`config.mk`:
```
export PLATFORM = sky130hd
export DESIGN_NAME = rdcfg_core
export DESIGN_NICKNAME = d
export VERILOG_FILES = /design/src/include/rdcfg_pkg.sv /design/src/hw/rdcfg_core.sv
export SDC_FILE = /design/constraint.sdc
export NUM_CORES = 1
export LEC_CHECK = 0
export BUFFER_PORTS_ARGS = -buffer_cell sky130_fd_sc_hd__buf_2
export CORE_UTILIZATION = 59
export CTS_CLUSTER_DIAMETER = 80
export DETAILED_ROUTE_END_ITERATION = 7
export PLACE_DENSITY = 0.87
export SYNTH_ARGS = -nofsm -noshare
export SYNTH_HDL_FRONTEND = slang
export SYNTH_SLANG_ARGS = --single-unit
```
`constraint.sdc`:
```
create_clock -name mclk -period 2.8 [get_ports mclk]
set_input_delay 0.28 -clock mclk [delete_from_list [all_inputs] [get_ports mclk]]
set_output_delay 0.28 -clock mclk [all_outputs]
set_load 0.03 [all_outputs]
```
`src/include/rdcfg_pkg.sv`:
```
// constants, types and reset values for the re-driver configuration block
package rdcfg_pkg;

    // ****************************************
    // geometry
    // ****************************************
    localparam int NCH    = 8;
    localparam int NGRP   = 2;
    localparam int LANES  = 4;
    localparam int GRP_A  = 0;
    localparam int GRP_B  = 1;
    localparam int EQ_W   = 3;
    localparam int SW_W   = 2;
    localparam int DE_W   = 3;

    // ****************************************
    // timing
    // ****************************************
    localparam int CLK_NS     = 10;
    localparam int DET_TO_NS  = 10000;
    localparam int DET_CYC    = (DET_TO_NS + CLK_NS - 1) / CLK_NS;
    localparam int TMR_W      = 10;
    localparam logic [TMR_W-1:0] TMR_END = TMR_W'(DET_CYC - 1);
    localparam logic [1:0]       CAP_WAIT = 2'h2;

    // ****************************************
    // register byte indices and fields
    // ****************************************
    localparam logic [3:0] IDX_LBEC  = 4'h2;
    localparam logic [3:0] IDX_RESET = 4'h5;
    localparam logic [3:0] IDX_PWR   = 4'h6;
    localparam logic [3:0] IDX_RXDE  = 4'h7;
    localparam logic [3:0] IDX_AEOC  = 4'h8;
    localparam logic [3:0] IDX_BEOC  = 4'h9;
    localparam int LB_BIT   = 0;
    localparam int EMA_BIT  = 1;
    localparam int EMB_BIT  = 2;
    localparam int RST_BIT  = 0;
    localparam int PD_BIT   = 0;
    localparam int RXA_BIT  = 0;
    localparam int RXB_BIT  = 1;
    localparam int EQ_LSB   = 0;
    localparam int SW_LSB   = 3;
    localparam int DE_LSB   = 5;

    // ****************************************
    // termination encodings
    // ****************************************
    localparam logic [1:0] IN_HIZ   = 2'h0;
    localparam logic [1:0] IN_PD50  = 2'h1;
    localparam logic [1:0] OUT_HIZ  = 2'h0;
    localparam logic [1:0] OUT_PU2K = 2'h1;
    localparam logic [1:0] OUT_PU50 = 2'h2;

    // ****************************************
    // types
    // ****************************************
    typedef enum logic [1:0] {
        DET_IDLE = 2'h0,
        DET_WAIT = 2'h1,
        DET_DONE = 2'h3
    } rdcfg_det_t;

    typedef struct packed {
        logic                      lb_n;
        logic                      rst_n;
        logic                      pd_n;
        logic [NGRP-1:0]           rxd;
        logic [NGRP-1:0]           emph;
        logic [NGRP-1:0][EQ_W-1:0] eq;
        logic [NGRP-1:0][SW_W-1:0] sw;
        logic [NGRP-1:0][DE_W-1:0] de;
    } rdcfg_cfg_t;

    typedef struct packed {
        logic       mode;
        rdcfg_cfg_t cfg;
    } rdcfg_pins_t;

    typedef struct packed {
        rdcfg_pins_t              pin_s1;
        rdcfg_pins_t              pin_s2;
        logic [NCH-1:0]           sig_s1;
        logic [NCH-1:0]           sig_s2;
        logic [NCH-1:0]           load_s1;
        logic [NCH-1:0]           load_s2;
        logic [1:0]               cap_cnt;
        logic                     cap_done;
        rdcfg_cfg_t               regs;
        rdcfg_cfg_t               eff;
        logic                     refused;
        logic                     rst_prev;
        rdcfg_det_t               st;
        logic [TMR_W-1:0]         tmr;
        logic [NCH-1:0]           found;
        logic [NCH-1:0][1:0]      in_term;
        logic [NCH-1:0][1:0]      out_term;
    } rdcfg_st_t;

    // de-emphasis and detection enabled until straps are seen
    localparam rdcfg_cfg_t CFG_RST = '{
        lb_n: 1'h1, rst_n: 1'h0, pd_n: 1'h1, rxd: 2'h3, emph: 2'h3,
        eq: 6'h00, sw: 4'h0, de: 6'h00};

endpackage : rdcfg_pkg

```
`src/hw/rdcfg_core.sv`:
```
// strap/register configuration, receiver detection and lane control
`timescale 1ns/100ps
module rdcfg_core
    import rdcfg_pkg::*;
(
    // clock and reset
    input  wire logic                      mclk,
    input  wire logic                      nrst,
    // strap pins
    input  wire logic                      cfg_from_pins,
    input  wire logic                      loopback_n,
    input  wire logic                      chan_reset_n,
    input  wire logic                      power_down_n,
    input  wire logic                      rx_detect_en_a,
    input  wire logic                      rx_detect_en_b,
    input  wire logic                      emphasis_type_grp_a,
    input  wire logic                      emphasis_type_grp_b,
    input  wire logic [EQ_W-1:0]           equalizer_select_a,
    input  wire logic [EQ_W-1:0]           equalizer_select_b,
    input  wire logic [SW_W-1:0]           swing_select_a,
    input  wire logic [SW_W-1:0]           swing_select_b,
    input  wire logic [DE_W-1:0]           deemph_level_select_a,
    input  wire logic [DE_W-1:0]           deemph_level_select_b,
    // register writes from the serial control slave
    input  wire logic                      reg_wr,
    input  wire logic [3:0]                reg_wr_idx,
    input  wire logic [7:0]                reg_wr_data,
    output logic                           reg_wr_refused,
    // analog comparators per channel
    input  wire logic [NCH-1:0]            input_level_valid,
    input  wire logic [NCH-1:0]            load_sense,
    // status
    output logic [NCH-1:0]                 sig_present,
    output logic [NCH-1:0]                 load_found,
    output logic                           load_found_grp_a,
    output logic                           load_found_grp_b,
    output logic                           detect_busy,
    // lane control
    output logic [NCH-1:0][1:0]            in_term,
    output logic [NCH-1:0][1:0]            out_term,
    output logic                           loopback_n_out,
    output logic [NGRP-1:0]                emph_deemph,
    output logic [NGRP-1:0][EQ_W-1:0]      eq_code,
    output logic [NGRP-1:0][SW_W-1:0]      swing_code,
    output logic [NGRP-1:0][DE_W-1:0]      deemph_code
);

    // ****************************************
    // state
    // ****************************************
    rdcfg_st_t         q;
    rdcfg_st_t         d;
    int unsigned       g;
    logic [NCH-1:0]    drv_w;

    // ****************************************
    // next state
    // ****************************************
    always_comb
    begin
        d = q;
        g = 0;
        // every pin passes two flops before use
        d.pin_s1.mode          = cfg_from_pins;
        d.pin_s1.cfg.lb_n      = loopback_n;
        d.pin_s1.cfg.rst_n     = chan_reset_n;
        d.pin_s1.cfg.pd_n      = power_down_n;
        d.pin_s1.cfg.rxd       = {rx_detect_en_b, rx_detect_en_a};
        d.pin_s1.cfg.emph      = {emphasis_type_grp_b, emphasis_type_grp_a};
        d.pin_s1.cfg.eq        = {equalizer_select_b, equalizer_select_a};
        d.pin_s1.cfg.sw        = {swing_select_b, swing_select_a};
        d.pin_s1.cfg.de        = {deemph_level_select_b, deemph_level_select_a};
        d.pin_s2               = q.pin_s1;
        d.sig_s1               = input_level_valid;
        d.sig_s2               = q.sig_s1;
        d.load_s1              = load_sense;
        d.load_s2              = q.load_s1;
        d.refused              = 1'b0;

        // one-time capture once the synchronisers hold real pin levels
        if (!q.cap_done)
        begin
            if (q.cap_cnt == CAP_WAIT)
            begin
                d.regs     = q.pin_s2.cfg;
                d.cap_done = 1'b1;
            end
            else
            begin
                d.cap_cnt = q.cap_cnt + 2'h1;
            end
            d.refused = reg_wr;
        end
        else if (reg_wr && q.pin_s2.mode)
        begin
            d.refused = 1'b1;
        end
        else if (reg_wr)
        begin
            case (reg_wr_idx)
                IDX_LBEC:
                begin
                    d.regs.lb_n        = reg_wr_data[LB_BIT];
                    d.regs.emph[GRP_A] = reg_wr_data[EMA_BIT];
                    d.regs.emph[GRP_B] = reg_wr_data[EMB_BIT];
                end
                IDX_RESET: d.regs.rst_n = reg_wr_data[RST_BIT];
                IDX_PWR:   d.regs.pd_n  = reg_wr_data[PD_BIT];
                IDX_RXDE:
                begin
                    d.regs.rxd[GRP_A] = reg_wr_data[RXA_BIT];
                    d.regs.rxd[GRP_B] = reg_wr_data[RXB_BIT];
                end
                IDX_AEOC:
                begin
                    d.regs.eq[GRP_A] = reg_wr_data[EQ_LSB +: EQ_W];
                    d.regs.sw[GRP_A] = reg_wr_data[SW_LSB +: SW_W];
                    d.regs.de[GRP_A] = reg_wr_data[DE_LSB +: DE_W];
                end
                IDX_BEOC:
                begin
                    d.regs.eq[GRP_B] = reg_wr_data[EQ_LSB +: EQ_W];
                    d.regs.sw[GRP_B] = reg_wr_data[SW_LSB +: SW_W];
                    d.regs.de[GRP_B] = reg_wr_data[DE_LSB +: DE_W];
                end
                default:
                begin
                    d.regs = q.regs;
                end
            endcase
        end

        // mode is read live each cycle, so pin mode follows the straps
        d.eff      = q.pin_s2.mode ? q.pin_s2.cfg : q.regs;
        d.rst_prev = q.eff.rst_n;

        // receiver detection
        if (!q.eff.rst_n)
        begin
            d.st  = DET_IDLE;
            d.tmr = '0;
        end
        else
        begin
            unique case (q.st)
                DET_IDLE:
                begin
                    if (!q.rst_prev)
                    begin
                        d.st  = DET_WAIT;
                        d.tmr = '0;
                    end
                end
                DET_WAIT:
                begin
                    if (q.tmr == TMR_END)
                    begin
                        d.found = q.load_s2;
                        d.st    = DET_DONE;
                    end
                    else
                    begin
                        d.tmr = q.tmr + TMR_W'(1);
                    end
                end
                DET_DONE:
                begin
                    d.st = DET_DONE;
                end
                default:
                begin
                    d.st = DET_IDLE;
                end
            endcase
        end

        // per-lane terminations; detection pulls outputs up weakly
        for (int ch = 0; ch < NCH; ch++)
        begin
            g = (ch < LANES) ? GRP_A : GRP_B;
            if (!q.eff.pd_n)
            begin
                d.in_term[ch]  = IN_HIZ;
                d.out_term[ch] = OUT_HIZ;
            end
            else if (!q.eff.rst_n)
            begin
                d.in_term[ch]  = IN_HIZ;
                d.out_term[ch] = OUT_PU2K;
            end
            else if (!q.eff.rxd[g] || (q.st == DET_DONE && q.found[ch]))
            begin
                d.in_term[ch]  = IN_PD50;
                d.out_term[ch] = q.sig_s2[ch] ? OUT_PU50 : OUT_PU2K;
            end
            else
            begin
                d.in_term[ch]  = IN_HIZ;
                d.out_term[ch] = OUT_PU2K;
            end
        end
    end

    // ****************************************
    // registers
    // ****************************************
    always_ff @(posedge mclk or negedge nrst)
    begin
        if (!nrst)
        begin
            q <= '{regs: CFG_RST, eff: CFG_RST, st: DET_IDLE, default: '0};
        end
        else
        begin
            q <= d;
        end
    end

    // ****************************************
    // outputs
    // ****************************************
    assign reg_wr_refused   = q.refused;
    assign sig_present      = q.sig_s2;
    assign load_found       = q.found;
    assign load_found_grp_a = q.found[0];
    assign load_found_grp_b = q.found[LANES];
    assign detect_busy      = (q.st == DET_WAIT);
    assign in_term          = q.in_term;
    assign out_term         = q.out_term;
    assign loopback_n_out   = q.eff.lb_n;
    assign emph_deemph      = q.eff.emph;
    assign eq_code          = q.eff.eq;
    assign swing_code       = q.eff.sw;
    assign deemph_code      = q.eff.de;

    // ****************************************
    // checks
    // ****************************************
    always_comb
    begin
        for (int ch = 0; ch < NCH; ch++)
        begin
            drv_w[ch] = (q.out_term[ch] == OUT_PU50);
        end
    end
endmodule : rdcfg_core

```
==> metrics <==
CP Class flop to flop; Worst setup SP type flop; total power draw 5.839 mW; register area share after synthesis 67.38%; sum of negative setup slack 0 ns; share of post-route cells with drive strength above 1 34.04%; PnR worst setup slack between 0.4 and 0.5 ns; critical path endpoint category flop; Total GRT Usage a little under a quarter; Avg Inst Size Synth ~13 um2; vias post-DR 3,974; antenna cells 0; num rows 38; Primary FF master, synth dfrtp_1; RSZ-0062 raised after global routing no; status completed; TritonCTS Buffers 17; most used cell, CP a31oi_1; worst min-delay path class primary input to flop; synthesized flop and latch total 175; 1st-pass router iterations 4; clock latency on the worst-skew pair 0.53 ns; area occupied by multi-input gates roughly 1500 um2; Final Slew Violations 0; routed wire length approximately 13,000 um; Cells after Synth 496; fin cells 754; Core Region ~11,000 um2; Via density 5.271; Buf+Inv Stages, Crit Path 0; FF+latch area 4394 um2; Final Critical Period 2.323 ns; Worst Path Max Fanout 18; Syn Std Cell Area about 6500 um2; dpl ws 0.6133 ns; peak supply drop 0.0005319 V; Remaining Overflow, GRT 0; Ports 126; slowest CP cell a31oi_1; slowest stage delay, CP a little under 0.8 ns; Max Cap Viol 0; Tcrit/Tclk final 82.97%; Crit path max-delay family compound AO/OA/AOI/OAI gates; f_max 0.4304 GHz; gpl congestion 0.7920; Finished Core Util between 70 and 80%; Reg clk slew, reported paths roughly 0.06 ns; die height 107.1 um; initial antenna violation count 0; CTS tree yes; Arrival @ worst endpoint roughly 2.8 ns; final-report hold violation count 0; Port Buffers 117; CTS Root Cell clkbuf_8; Cell variety after synth 49; Area Growth Syn to Fin 19.47%; Die X-Extent 107.1 um; pwr/cell area between 700 and 800 nW/um2; CP Data Required Time between 3 and 4 ns; pin count of the biggest net entering global routing 84; top cells by area, synth dfrtp_1 63%, buf_4 7.9%, mux2_2 5.4%; Detailed Route Iter0 Violations 252; die area 11,480 um2; number of global-route vias before repair 4,153; Filler cells 700; wire per inst 16.59 um; relative slew slack 35.49%; ANT nets after route 0; largest area contributor in the netlist dfrtp_1; Synth top area share a little over three fifths; EDFF count, synth 0; Initial Util 60.42%; DP Cell Count 680; synth warn 0; Clock Tree Buf Depth 2; TritonCTS sink count 175; CP cell instances nand3b_1, a31oi_1, o21ai_0, a31oi_1; clk_skew 0.006686 ns; # H-tree levels 4; Slew @ Worst Pin ~0.96 ns; DRC violations left 0; leakage power between 3 and 4 nW; # setup viols final 0; Total Nets Final 658; first-pass GRT wire length 20,240 um; FFs w/ async S/R, synth 100.0%; HPWL Detailed 7761 um
## stage by stage
step | hold WS (ns) | cell area, um2
6_report | 0.09919 | 7791
5_1_grt | 0.08547 | 7791
4_1_cts | 0.07995 | 7791
3_5_place_dp | 0.3347 | 6785
3_3_place_gp | 0.3318 | 6785
2_1_floorplan | -0.01559 | 6548
## Yosys cell counts, types with 6 or more instances
master    count
dfrtp_1     163
buf_4        69
a21oi_1      36
mux2_2       31
nand2_1      31
nor2_1       24
a22oi_1      14
a31oi_1      12
and2_1       12
dfstp_2      12
clkbuf_1     10
inv_1         9
o21ai_0       9
buf_2         6
## worst reg2reg max path, cell delays in order, from the launching register on
cell,delay (ns)
dfrtp_1,0.69
nand3b_1,0.28
a31oi_1,0.78
o21ai_0,0.26
a31oi_1,0.23
## routing by layer
metal | up-vias | share of wire, % | GRT usage, %
met5 | - | 0 | 0
met2 | 147 | 53 | 40.60
li1 | 1824 | - | -
met3 | 30 | 5.3 | 7.295
met4 | 0 | 2.6 | 10.37
met1 | 1973 | 39 | 27.97
## where the power goes
part           internal (mW)  switching, mW
clock                   1.40          0.915
sequential              2.76          0.113
combinational          0.242          0.405
## path summary, 6_finish.rpt
| check | slack (ns) | cells past startpoint | startpoint | endpoint |
|---|---|---|---|---|
| setup / recovery | 0.48 | 4 | d[52]$_DFF_PN0_ | q[45]$_DFFE_PN0P_ |
| setup reg to reg | 0.48 | 4 | d[52]$_DFF_PN0_ | q[45]$_DFFE_PN0P_ |
| hold reg to reg | 0.35 | 0 | d[120]$_DFF_PN0_ | sig_present[1]$_DFF_PN0_ |
| hold / removal | 0.1 | 3 | reg_wr_data[6] | q[81]$_DFFE_PN0P_ |
| max in group asynchronous | 1.64 | 3 | nrst | out_term[13]$_DFF_PN0_ |
| min in group asynchronous | 0.35 | 2 | nrst | sig_present[0]$_DFF_PN0_ |
## state kept, by name, summed over array words and instances (netlist names)
name / count
q: 74
d: 41
out_term: 16
in_term: 8
load_found: 8
sig_present: 8
deemph_code: 6
eq_code: 6
swing_code: 4
emph_deemph: 2
loopback_n_out: 1
reg_wr_refused: 1
## cell usage in the layout, fill, tap and decap left out, drive strengths merged, types with 9 or more instances in the layout
master and n:
dfrtp 163, buf 123, dlygate4sd3 42, a21oi 37
nand2 31, mux2 31, nor2 24, clkbuf 21
a22oi 16, and2 12, a31oi 12, dfstp 12
inv 11, o21ai 9
## area by class of cell
cell class	instances	area share, %
sequential	175	56.40
multi-input combinational	232	19.62
timing repair buffer	165	13.73
clock buffer	21	5.765
tap	140	2.248
clock inverter	11	1.750
inverter	10	0.4818
## what timing repair did
action	in CTS	in global routing
endpoints found under the hold margin	117	0
hold buffers	42	0
buffers inserted	0	0
gates resized for setup	0	0
## cells by family (layout without fill, tap and decap cells)
family / after synthesis / count (layout) / synth area share [%]
DFF: 175 / 175 / 67.38
and+or+nand+nor: 99 / 99 / 7.867
buffers and inverters: 96 / 207 / 9.612
AOI/OAI and AO/OA: 87 / 87 / 8.596
muxes: 35 / 35 / 5.967
adders and majority gates: 2 / 2 / 0.3837
other: 1 / 8 / 0.05750
xor gates and xnor gates: 1 / 1 / 0.1343
No activity file was read; power rests on OpenSTA's default activity.
